<file path="src/rtl/cpes_pkg.sv">
// package: constants and types of the pipeline and exception sequencer
package cpes_pkg;
  localparam int CLK_MHZ = 250;
  localparam int BUS_MIN_CLKS = 2;
  localparam int INT_OP_UNIT = 2;
  localparam logic [15:0] PC_EXEC_OFS = 16'h0006;
  localparam logic [15:0] SYNC_PC_ADJ = 16'h0002;
  localparam logic [15:0] RTE_PC_ADJ = 16'h0006;
  localparam logic [15:0] WORD_STEP = 16'h0002;
  localparam int VEC_TABLE_BYTES = 512;
  localparam int VEC_FIXED = 52;
  localparam int VEC_USER = 200;
  localparam int RST_VEC_WORDS = 4;
  localparam logic [15:0] RST_VEC_BASE = 16'h0000;
  localparam logic [1:0] RST_W_BANKS = 2'h0;
  localparam logic [1:0] RST_W_PC = 2'h1;
  localparam logic [1:0] RST_W_SP = 2'h2;
  localparam logic [1:0] RST_W_IZ = 2'h3;
  localparam logic [7:0] VEC_AUTO_BASE = 8'h10;
  localparam logic [3:0] BANK_ZERO = 4'h0;
  localparam int ZK_LSB = 8;
  localparam int SK_LSB = 4;
  localparam int PK_LSB = 0;
  localparam int IPL_LSB = 5;
  localparam logic [2:0] IPL_NMI = 3'h7;
  localparam logic [15:0] CCR_RST = 16'h00E0;
  localparam logic SPACE_PROG = 1'b1;
  localparam logic SPACE_DATA = 1'b0;
  localparam logic [1:0] TRK_IDLE = 2'h3;

  typedef enum logic [2:0] {
    ST_RVEC, ST_FILL, ST_EXEC, ST_INTOP, ST_PUSH_PC, ST_PUSH_CCR, ST_VEC
  } cpes_state_t;

  typedef struct packed {
    logic req;
    logic wr;
    logic space;
    logic [3:0] bank;
    logic [15:0] addr;
    logic [15:0] wdata;
  } cpes_bus_t;

  typedef struct packed {
    cpes_state_t st;
    cpes_bus_t bus;
    logic bus_old;
    logic pf_own;
    logic pf_drop;
    logic [1:0] rv_idx;
    logic [3:0] pk;
    logic [3:0] sk;
    logic [3:0] zk;
    logic [15:0] pc;
    logic [15:0] sp;
    logic [15:0] iz;
    logic [15:0] condition_code_reg;
    logic [15:0] sa;
    logic [15:0] sb;
    logic [15:0] sc;
    logic [15:0] a_addr;
    logic [15:0] b_addr;
    logic va;
    logic vb;
    logic [15:0] pf;
    logic [15:0] pf_addr;
    logic pf_v;
    logic [7:0] int_cnt;
    logic int_busy;
    logic [15:0] clk_cnt;
    logic [15:0] clk_total;
    logic exec_start;
    logic [7:0] vec;
    logic [15:0] exc_pc;
    logic [2:0] irq1;
    logic [2:0] irq2;
    logic [2:0] irq3;
    logic [2:0] irq_lvl;
    logic phase;
    logic pend_fetch;
    logic pend_start;
    logic pend_adv;
    logic pend_exc;
    logic [1:0] trk;
  } cpes_regs_t;
endpackage

</file>
<file path="src/rtl/cpes_seq.sv">
// module: instruction pipeline, prefetch and exception sequencer
// Function
// [RULE1] instructions sit in a three-stage fifo, one single-word per stage
// [RULE2] fetched words enter stage a, advance to b; decode only in b
// [RULE3] operands come from stage a or b; stage b gives only 8 bits
// [RULE4] finished opcode moves b to c, stays until next one finishes
// [RULE5] prefetch bumps the counter; at start it is first word plus six
// [RULE6] flow change loads new address, old words in a and b dropped
// [RULE7] a bus cycle lasts at least two clocks, whole clocks only
// [RULE8] internal operation time is a multiple of two clocks
// [RULE9] one instruction at a time; clocks sum fetch, operand and internal
// [RULE10] vectors come from the lowest 512 bytes of bank zero
// [RULE11] normal vector is one data word; reset is four program words
// [RULE12] table has 52 fixed or reserved entries and 200 user entries
// [RULE13] 8-bit vector number shifted left once gives table address
// [RULE14] reset loads banks, counter, stack pointer, page index in order
// [RULE15] autovector levels one to seven use vectors 11 to 17 hex
// [RULE16] entry pushes counter and condition codes at the stack pointer
// [RULE17] entry: pick, stack then clear bank, get vector, load and jump
// [RULE18] non-reset vectors are 16-bit, handlers run in bank zero
// [RULE19] two multiplexed tracking outputs follow the sequencing controls
// [RULE20] asynchronous exceptions start at the next instruction boundary
// [RULE21] synchronous exceptions stack the counter plus two
// [RULE22] return subtracts six from the stacked counter before resuming
// [RULE23] after a flush stages a and b refill before the next decode
`timescale 1ns/10ps
module cpes_seq
  import cpes_pkg::*;
#(
  parameter int INT_W = 4
) (
  input wire logic i_clk,
  input wire logic i_rst,
  input wire logic i_ce,
  input wire logic i_bus_ack,
  input wire logic [15:0] i_bus_rdata,
  input wire logic i_exec_done,
  input wire logic i_int_op,
  input wire logic [INT_W-1:0] i_int_pairs,
  input wire logic i_flow_chg,
  input wire logic [3:0] i_new_pk,
  input wire logic [15:0] i_new_pc,
  input wire logic i_rte,
  input wire logic [3:0] i_rte_pk,
  input wire logic [15:0] i_rte_pc,
  input wire logic [15:0] i_rte_ccr,
  input wire logic i_sync_exc,
  input wire logic [7:0] i_sync_vec,
  input wire logic [2:0] i_irq_level,
  output logic o_bus_req,
  output logic o_bus_wr,
  output logic o_bus_space,
  output logic [3:0] o_bus_bank,
  output logic [15:0] o_bus_addr,
  output logic [15:0] o_bus_wdata,
  output logic o_exec_start,
  output logic o_int_busy,
  output logic [7:0] o_opcode,
  output logic [7:0] o_opnd_b8,
  output logic [15:0] o_opnd_a,
  output logic [15:0] o_stage_c,
  output logic [15:0] o_clk_total,
  output logic [3:0] o_program_bank_ext,
  output logic [15:0] o_program_counter,
  output logic [3:0] o_stack_bank_ext,
  output logic [15:0] o_stack_pointer,
  output logic [3:0] o_z_index_bank_ext,
  output logic [15:0] o_direct_page_index,
  output logic [15:0] o_condition_code_reg,
  output logic o_pipe_track_out0,
  output logic o_pipe_track_out1
);
  cpes_regs_t r_q, r_d;
  logic bd, own_bd, pf_ok, irq_take, flush;
  logic ev_fetch, ev_start, ev_adv, ev_exc;
  logic [INT_W:0] int_len;
  logic [15:0] nxt;
  logic [8:0] int_run;
  if (INT_W < 1 || INT_W > 7) begin : g_chk_w
    $error("INT_W must be 1 to 7");
  end
  // whole table is 256 two-byte entries
  if ((VEC_FIXED + VEC_USER + RST_VEC_WORDS) * 2 != VEC_TABLE_BYTES)
  begin : g_chk_tab // [RULE12]
    $error("vector table size mismatch");
  end
  function automatic cpes_bus_t mk_bus(input logic wr, input logic spc,
    input logic [3:0] bk, input logic [15:0] ad, input logic [15:0] wd);
    cpes_bus_t b;
    b = '{req: 1'b1, wr: wr, space: spc, bank: bk, addr: ad, wdata: wd};
    return b;
  endfunction
  always_comb begin
    r_d = r_q;
    ev_fetch = 1'b0;
    ev_start = 1'b0;
    ev_adv = 1'b0;
    ev_exc = 1'b0;
    flush = 1'b0;
    nxt = r_q.b_addr + WORD_STEP;
    int_len = {i_int_pairs, 1'b0};
    r_d.exec_start = 1'b0;
    // done only after the first request clock has passed
    bd = r_q.bus.req && r_q.bus_old && i_bus_ack; // [RULE7]
    own_bd = bd && !r_q.pf_own;
    irq_take = (r_q.irq_lvl != 3'h0) && ((r_q.irq_lvl == IPL_NMI)
      || (r_q.irq_lvl > r_q.condition_code_reg[IPL_LSB +: 3]));
    pf_ok = (r_q.st == ST_FILL || r_q.st == ST_EXEC || r_q.st == ST_INTOP)
      && !r_q.bus.req && !r_q.pf_v;
    r_d.bus_old = r_q.bus.req;
    if (bd) begin
      r_d.bus.req = 1'b0;
      r_d.bus_old = 1'b0;
      r_d.pf_own = 1'b0;
    end
    // level pin synchroniser, change taken when stages two and three agree
    r_d.irq1 = i_irq_level;
    r_d.irq2 = r_q.irq1;
    r_d.irq3 = r_q.irq2;
    if (r_q.irq2 == r_q.irq3) begin
      r_d.irq_lvl = r_q.irq3;
    end
    // prefetched word lands, unless its stream was flushed
    if (bd && r_q.pf_own) begin
      if (!r_q.pf_drop) begin
        r_d.pf = i_bus_rdata;
        r_d.pf_v = 1'b1;
      end
      r_d.pf_drop = 1'b0;
    end
    unique case (r_q.st)
      ST_RVEC: begin
        if (!r_q.bus.req) begin // [RULE11]
          r_d.bus = mk_bus(1'b0, SPACE_PROG, BANK_ZERO,
            RST_VEC_BASE + {13'h0, r_q.rv_idx, 1'b0}, 16'h0000);
        end
        if (own_bd) begin // [RULE14]
          unique case (r_q.rv_idx)
            RST_W_BANKS: begin
              r_d.zk = i_bus_rdata[ZK_LSB +: 4];
              r_d.sk = i_bus_rdata[SK_LSB +: 4];
              r_d.pk = i_bus_rdata[PK_LSB +: 4];
            end
            RST_W_PC: r_d.pc = i_bus_rdata;
            RST_W_SP: r_d.sp = i_bus_rdata;
            RST_W_IZ: begin
              r_d.iz = i_bus_rdata;
              r_d.st = ST_FILL;
            end
          endcase
          r_d.rv_idx = r_q.rv_idx + 2'h1;
        end
      end
      ST_FILL: begin
        if (r_q.pf_v && !(r_q.va && r_q.vb)) begin // [RULE1] [RULE2]
          if (r_q.va) begin
            r_d.sb = r_q.sa;
            r_d.b_addr = r_q.a_addr;
            r_d.vb = 1'b1;
          end
          r_d.sa = r_q.pf;
          r_d.a_addr = r_q.pf_addr;
          r_d.va = 1'b1;
          r_d.pf_v = 1'b0;
        end else if (r_q.va && r_q.vb && pf_ok) begin // [RULE23]
          r_d.st = ST_EXEC;
          r_d.exec_start = 1'b1;
          r_d.clk_cnt = 16'h0000;
          ev_start = 1'b1;
        end
      end
      ST_EXEC: begin
        r_d.clk_cnt = r_q.clk_cnt + 16'h0001;
        if (i_int_op && i_int_pairs != '0) begin // [RULE8]
          r_d.st = ST_INTOP;
          r_d.int_cnt = 8'(int_len) - 8'h01;
          r_d.int_busy = 1'b1;
        end else if (i_exec_done) begin
          r_d.clk_total = r_q.clk_cnt + 16'h0001; // [RULE9]
          r_d.sc = r_q.sb; // [RULE4]
          r_d.vb = 1'b0;
          ev_adv = 1'b1;
          if (r_q.va) begin
            r_d.sb = r_q.sa;
            r_d.b_addr = r_q.a_addr;
            r_d.vb = 1'b1;
            r_d.va = 1'b0;
          end
          if (r_q.pf_v) begin
            r_d.sa = r_q.pf;
            r_d.a_addr = r_q.pf_addr;
            r_d.va = 1'b1;
            r_d.pf_v = 1'b0;
          end
          r_d.st = ST_FILL;
          if (i_rte) begin
            r_d.pc = i_rte_pc - RTE_PC_ADJ; // [RULE22]
            r_d.pk = i_rte_pk;
            r_d.condition_code_reg = i_rte_ccr;
            nxt = i_rte_pc - RTE_PC_ADJ;
            flush = 1'b1;
          end else if (i_flow_chg) begin
            r_d.pc = i_new_pc; // [RULE6]
            r_d.pk = i_new_pk;
            nxt = i_new_pc;
            flush = 1'b1;
          end
          // asynchronous ranks above synchronous, taken at the boundary
          if (irq_take) begin // [RULE17] [RULE20]
            r_d.vec = VEC_AUTO_BASE + {5'h00, r_q.irq_lvl}; // [RULE15]
            r_d.exc_pc = nxt + PC_EXEC_OFS; // [RULE16]
            r_d.st = ST_PUSH_PC;
            ev_exc = 1'b1;
            flush = 1'b1;
          end else if (i_sync_exc) begin
            r_d.vec = i_sync_vec;
            r_d.exc_pc = r_q.b_addr + PC_EXEC_OFS + SYNC_PC_ADJ; // [RULE21]
            r_d.st = ST_PUSH_PC;
            ev_exc = 1'b1;
            flush = 1'b1;
          end
        end
      end
      ST_INTOP: begin
        r_d.clk_cnt = r_q.clk_cnt + 16'h0001;
        if (r_q.int_cnt == 8'h00) begin
          r_d.st = ST_EXEC;
          r_d.int_busy = 1'b0;
        end else begin
          r_d.int_cnt = r_q.int_cnt - 8'h01;
        end
      end
      ST_PUSH_PC: begin
        if (!r_q.bus.req) begin // [RULE16]
          r_d.bus = mk_bus(1'b1, SPACE_DATA, r_q.sk, r_q.sp, r_q.exc_pc);
        end
        if (own_bd) begin
          r_d.sp = r_q.sp - WORD_STEP;
          r_d.st = ST_PUSH_CCR;
        end
      end
      ST_PUSH_CCR: begin
        if (!r_q.bus.req) begin
          r_d.bus = mk_bus(1'b1, SPACE_DATA, r_q.sk, r_q.sp, r_q.condition_code_reg);
        end
        if (own_bd) begin // [RULE17]
          r_d.sp = r_q.sp - WORD_STEP;
          r_d.pk = BANK_ZERO;
          r_d.st = ST_VEC;
        end
      end
      ST_VEC: begin
        if (!r_q.bus.req) begin // [RULE10] [RULE13]
          r_d.bus = mk_bus(1'b0, SPACE_DATA, BANK_ZERO,
            {7'h00, r_q.vec, 1'b0}, 16'h0000);
        end
        if (own_bd) begin // [RULE18]
          r_d.pc = i_bus_rdata;
          r_d.pk = BANK_ZERO;
          r_d.st = ST_FILL;
        end
      end
    endcase
    if (flush) begin // [RULE6]
      r_d.va = 1'b0;
      r_d.vb = 1'b0;
      r_d.pf_v = 1'b0;
      r_d.pf_drop = r_q.bus.req && r_q.pf_own && !bd;
    end else if (pf_ok) begin // [RULE5]
      r_d.bus = mk_bus(1'b0, SPACE_PROG, r_q.pk, r_q.pc, 16'h0000);
      r_d.pf_own = 1'b1;
      r_d.pf_addr = r_q.pc;
      r_d.pc = r_q.pc + WORD_STEP;
      ev_fetch = 1'b1;
    end
    // two phases: fetch and start, then exception and advance
    r_d.phase = !r_q.phase; // [RULE19]
    r_d.pend_fetch = (r_q.pend_fetch && r_q.phase) || ev_fetch;
    r_d.pend_start = (r_q.pend_start && r_q.phase) || ev_start;
    r_d.pend_adv = (r_q.pend_adv && !r_q.phase) || ev_adv;
    r_d.pend_exc = (r_q.pend_exc && !r_q.phase) || ev_exc;
    if (!r_q.phase) begin
      r_d.trk = {!r_q.pend_start, !r_q.pend_fetch};
    end else begin
      r_d.trk = {!r_q.pend_exc, !r_q.pend_adv};
    end
  end
  always_ff @(posedge i_clk) begin
    if (i_rst) begin
      r_q <= '0;
      r_q.condition_code_reg <= CCR_RST;
      r_q.trk <= TRK_IDLE;
    end else if (i_ce) begin
      r_q <= r_d;
    end
  end
  assign o_bus_req = r_q.bus.req;
  assign o_bus_wr = r_q.bus.wr;
  assign o_bus_space = r_q.bus.space;
  assign o_bus_bank = r_q.bus.bank;
  assign o_bus_addr = r_q.bus.addr;
  assign o_bus_wdata = r_q.bus.wdata;
  assign o_exec_start = r_q.exec_start;
  assign o_int_busy = r_q.int_busy;
  assign o_opcode = r_q.sb[15:8];
  assign o_opnd_b8 = r_q.sb[7:0]; // [RULE3]
  assign o_opnd_a = r_q.sa;
  assign o_stage_c = r_q.sc;
  assign o_clk_total = r_q.clk_total;
  assign o_program_bank_ext = r_q.pk;
  assign o_program_counter = r_q.pc;
  assign o_stack_bank_ext = r_q.sk;
  assign o_stack_pointer = r_q.sp;
  assign o_z_index_bank_ext = r_q.zk;
  assign o_direct_page_index = r_q.iz;
  assign o_condition_code_reg = r_q.condition_code_reg;
  assign o_pipe_track_out0 = r_q.trk[0];
  assign o_pipe_track_out1 = r_q.trk[1];
  // helper: length of the current internal operation run
  always_ff @(posedge i_clk) begin
    if (i_rst) begin
      int_run <= 9'h000;
    end else if (i_ce) begin
      int_run <= r_q.int_busy ? int_run + 9'h001 : 9'h000;
    end
  end
endmodule

</file>
<file path="config.mk">
export PLATFORM = sky130hd
export DESIGN_NAME = cpes_seq
export DESIGN_NICKNAME = d
export VERILOG_FILES = /design/src/rtl/cpes_pkg.sv /design/src/rtl/cpes_seq.sv
export SDC_FILE = /design/constraint.sdc
export NUM_CORES = 1
export LEC_CHECK = 0
export BUFFER_PORTS_ARGS = -buffer_cell sky130_fd_sc_hd__buf_4
export CORE_MARGIN = 2
export CORE_UTILIZATION = 47
export DETAILED_ROUTE_END_ITERATION = 7
export PLACE_DENSITY_LB_ADDON = 0.25
export SETUP_SLACK_MARGIN = 0.05
export SLEW_MARGIN = 10
export SYNTH_ARGS = -nofsm -noshare
export SYNTH_HDL_FRONTEND = slang
export SYNTH_SLANG_ARGS = --single-unit
</file>
<file path="constraint.sdc">
create_clock -name i_clk -period 6.6 [get_ports i_clk]
set_input_delay 0.66 -clock i_clk [delete_from_list [all_inputs] [get_ports i_clk]]
set_output_delay 0.66 -clock i_clk [all_outputs]
set_load 0.03 [all_outputs]
</file>
After elaboration in Yosys (flattened, before gate mapping)
Cells that the tools add are included.

storage, ports and cells
  register bits = 323
  bits of input ports = 96
  output and inout port bits = 183
  logic and storage cells = 273

cells by class
  add/subtract/negate cells = 12
  $lt $le $gt $ge = 1
  equal/unequal tests = 37
  mux-type cells = 104
  bitwise operators = 3
  reduce and logical (&&, ||, !) cells = 71

operators by type and width
  cell                     count
  $mux W16                 22
  $mux W39                 6
  $mux W82                 2
  $pmux W39 S4             1
  $pmux W34 S2             1
  $pmux W16 S2             2
  $pmux W32 S2             1
  $mux W60                 1
  $add A16 B2 Y16 const B  3
  $mux W24                 2
  $pmux W16 S3             1
  $mux W3                  12
  $mux W1                  35
  $mux W34                 1
  $add A16 B3 Y16 const B  2
  $mux W32                 1
  $reduce_and A5 Y1        5
  $reduce_and A4 Y1        6
  $ne A2 B2 Y1 const B     11
  $pmux W3 S7              1
  $mux W4                  5
  $mux W18                 1
  $ne A2 B1 Y1 const B     9
  $pmux W9 S2              1
  other kinds (39)         96

Logic depth before layout (Yosys ltp)
  word-level depth = 10
  depth in mapped cells = 12
  depth with buffers taken out = 9

Least setup slack after synthesis
No wires, ideal clock.

  kind = input-to-reg
  start point = input i_rte_pc[5]
  end point = register r_q[33] in the netlist's numbering
  setup time = 0.116 ns
  arrival = 2.784 ns
  required time = 6.484 ns
  setup slack = 3.700 ns
  stages on the path = 8
  buffers on the path = 1
  path through = or4_4 buf_6 o31a_2 o32a_2 and2_0 and3_1 a31o_2 a31o_2

on the way
  word-level cells in the longest chain between the ends = 7

ends and longest elaborated chain
  what                    line             source
  start: declaration      cpes_seq.sv:45   input wire logic [15:0] i_rte_pc,
  $sub A16 B3 Y16         cpes_seq.sv:200  nxt = i_rte_pc - RTE_PC_ADJ;
  $mux W16                cpes_seq.sv:196  if (i_rte) begin
  $mux W16                cpes_seq.sv:178  end else if (i_exec_done) begin
  $mux W16                cpes_seq.sv:174  if (i_int_op && i_int_pairs != '0) begin
  $mux W16                cpes_seq.sv:131  unique case (r_q.st)
  $add A16 B3 Y16         cpes_seq.sv:211  r_d.exc_pc = nxt + PC_EXEC_OFS;
  $mux W24                cpes_seq.sv:209  if (irq_take) begin
  end signal: assignment  cpes_seq.sv:294  r_q <= r_d;
  end: declaration        cpes_seq.sv:73   cpes_regs_t r_q, r_d;

No other way between the ends. The select of a mux whose other input is x is not followed.
A chain may end at the register's enable or synchronous reset.

Final worst setup path
  start point = register r_q, in the netlist o_bus_req
  end point = register r_q[321] in the netlist's numbering

on the way
  word-level cells in the longest chain between the ends = 6
  elaborated cells between the ends (all ways) = 13
  classes of those cells = 5 x eq/ne; 8 x reduce/logical

ends and longest elaborated chain
  what                               line             source
  $logic_not A1 Y1                   n/a
  $logic_and A1 B1 Y1 (2 in series)  cpes_seq.sv:109  && !r_q.bus.req && !r_q.pf_v;
  $logic_and A1 B1 Y1                cpes_seq.sv:165  end else if (r_q.va && r_q.vb && pf_ok) begin
  $ne A2 B1 Y1 (no line)             n/a
  $reduce_and A10 Y1 (no line) (*)   n/a

Mark *: on every way between the ends. The rest lies on a longest branch, timed or not.

==> metrics.cfg <==
[run_status]
outcome = complete, no violations

[route]
route.detailed.vias_per_inst = 5.95
first_pass_iters = 6
totalWireLength_um = 54800
post-route-drc-count = 0
total_number_of_vias = 16400
wire_per_inst_um = 19.9
dr.first_iter.drc_count = 1634
drtAntennaViolNets = 0

[cells_and_area]
final_layout_size_suffix_gt1_share_pct = 17.6
post_layout_nonfiller_instances = 2749
fin_nets = 2368
top_register = r_q
synthToLayoutAreaGrowth_pct = 11.9
largest_reg_flops = 134

[worst_setup_path]
setup.worst_path.start_class = flop
reg2reg_depth = 6
timing.critical_path.required_ns = 6.98
reg2reg_slack_ns = 2.85
crit-reg2reg-launch = o_bus_req
timing_worst_setup_path_type = reg -> reg
arrival_time_at_the_worst_endpoint_ns = 4.13
setup.worst_path.end_class = flop
crit_path_cells = and4b_1 -> o221ai_1 -> a2111oi_0 -> nand2_1 -> a21oi_1 -> nor4_1
critical_path.max_stage_delay_ns = 1.12
crit_slowest_cell = a2111oi_0
critPathBufInv = 0
critical_path.top_delay_family = compound AO/OA/AOI/OAI gates
timing.rr.end = r_q[321]
worstPathMaxFanout = 23

[power]
power_dissipated_by_switching_net_loads_mw = 1.02
power.switching_fraction_pct = 23.6
internal-power_mw = 3.31
clkPwrFrac_pct = 47.9
power.sequential.fraction_pct = 45.5
leakage_nw = 7.31
total_power_mw = 4.33
worst_ir_drop_vdd_v = 0.000149
comb_power_share_pct = 6.6
power.density_cell_area_mw_per_mm2 = 221

[synthesis]
synthesis.nets = 2361
synthSimpleGateAreaFrac_pct = 23.0
post_synth_mux_area_share_pct = 4.13
dominant_combinational_cell_family_by_area_after_synthesis = simple AND/OR/NAND/NOR gates
synthesis.area_per_instance_um2 = 7.79
synthXorXnorAreaFrac_pct = 2.20
synth_fa_ha_area_share_pct = 1.29
netlist_top_cells_area = dfxtp_1 37%, nand2_1 8.6%, buf_4 7.6%
synth_enable_flop_cells = 0
post_synth_instance_area_mm2 = 0.0175
most_frequent_cell_after_synthesis = nand2_1
netlist-cell-type-count = 93
synthesized_instance_count = 2247
dominantRegCellSynth = dfxtp_1
synth_compound_gate_area_share_pct = 20.2
async_flop_share_pct = 0
synth_top_area_share_pct = 37.0
synth_seq_cells = 323
netlist.top_cell.by_area = dfxtp_1
synth_sequential_area_ratio_pct = 37.0
synthesis.yosys.warnings = 0
synth.top_cells.by_count = 401 x nand2_1, 323 x dfxtp_1, 214 x a21oi_1

[clock_network]
clkTransAtPathRegs_ns = 0.06
cts_setup_buffers = 0
clock_tree.htree_level_count = 2
ctsResizeCount = 0
numCtsBuffers = 36
worstSkewPairLatency_ns = 0.55
cts_max_path_buffers = 3
cts-hold-fix-buffers = 0
cts.root.buffer_cell = clkbuf_16
cts_tree = built
cts_sinks = 323

[floorplanning]
coreArea_mm2 = 0.0366
die_width_um = 197
design.portCount = 279
floorplan.rows = 70
dieArea_mm2 = 0.0388
chipHeight_um = 197
initial_core_util_pct = 47.8

[min_path]
holdPathStages = 3
timing.hold.worst_endpoint = o_condition_code_reg[5]
hold_path.startpoint = i_rte_ccr[5]
worst_hold_path_type = in -> reg

[timing]
timing_worst_slew_pin_value_ns = 1.22
slew_headroom_pct = 16.6
report.final.slew_viol_count = 0
clock_skew_ns = 0.0133
number_of_hold_violations_in_the_final_report = 0
rsz0062_at_grt = no
max_freq_mhz = 267
totalNegativeSetupSlack_ns = 0
min_period_ns = 3.75
finalSetupViolations = 0
finalCritPeriodShare_pct = 56.8

[placed_design]
numPortBuffers = 278
dp.cells = 2684
place.detailed.hpwl_um = 38400
globalplace.congestion = 0.917

[global_route]
grt_first_pass_wirelength_um = 84000
largest_net_degree_at_the_start_of_global_routing = 106
track_usage_pct = 27.3
gr-total-overflow = 0
antenna_found_initial = 2
via_count_of_the_first_global_routing_pass = 14800

[job]
cap_viol_max_count = 0

==> power groups by stage <==
stage / sequential (mW) / clock [mW] / combinational (mW)
2_1_floorplan: 2.01 / 0 / 0.160
3_3_place_gp: 2.01 / 0 / 0.277
3_5_place_dp: 2.01 / 0 / 0.279
4_1_cts: 1.97 / 2.12 / 0.280
5_1_grt: 1.97 / 2.19 / 0.302
6_report: 1.97 / 2.08 / 0.285
==> cells in the final DEF, fill, tap and decap left out, types with 32 or more instances in the layout <==
master     instances
buf_4            301
nand3_1           75
nor2_1           200
clkbuf_16         37
xnor2_1           32
nand2_1          401
nor3_1            41
dfxtp_1          323
mux2i_1           71
a21oi_1          214
o21ai_0           81
==> final cells by class <==
class | count | area [µm²]
sequential | 323 | 6470
multi-input combinational | 1560 | 8920
timing repair buffer | 302 | 2270
fill | 3502 | 17000
clock buffer | 51 | 1040
antenna | 2 | 5.00
inverter | 31 | 116
tap | 468 | 586
clock inverter | 12 | 174
==> how the worst max path moves through the flow <==
stage / start / end / slack, ns / cells past startpoint
floorplan: i_rte_pc[5] / r_q[33] / 3.70 / 8
global placement: i_int_pairs[0] / o_opnd_a[10] / 2.78 / 10
detailed placement: i_int_pairs[0] / o_opnd_a[0] / 2.75 / 10
CTS: r_q[322] / o_opnd_a[0] / 3.01 / 7
global route: r_q[322] / r_q[144] / 2.74 / 7
finish: o_bus_req / r_q[321] / 2.85 / 6
==> per-layer routing <==
| metal | up-vias | global-route usage (%) | wire (µm) |
|---|---|---|---|
| met2 | 738 | 42.6 | 24200 |
| met1 | 7705 | 36.3 | 23200 |
| met3 | 150 | 5.30 | 4830 |
| met5 | - | 0 | 0 |
| met4 | 0 | 13.3 | 2520 |
| li1 | 7765 | - | - |
==> worst min-delay path, stage by stage <==
cell and delay (ns):
buf_4 0.08, nand2_1 0.04, nand3_1 0.07
==> per-stage QoR <==
step | area, µm² | utilization [%] | worst slack, ns | hold WS [ns]
global route | 19600 | 53.5 | 2.74 | 0.348
CTS | 19600 | 53.5 | 3.01 | 0.327
global placement | 18400 | 50.2 | 2.78 | 0.439
finish | 19600 | 53.5 | 2.85 | 0.345
floorplan | 17500 | - | 3.70 | 0.428
detailed placement | 18400 | 50.2 | 2.75 | 0.445
==> kinds of logic after synthesis <==
group | count (synthesis)
flip-flops | 323
AND/OR/NAND/NOR | 885
XOR/XNOR | 44
adder cells (fa/ha/maj) | 18
AO/OA/AOI/OAI | 541
multiplexers | 72
buffers and inverters | 364
Power figures use the tool's default switching activity.
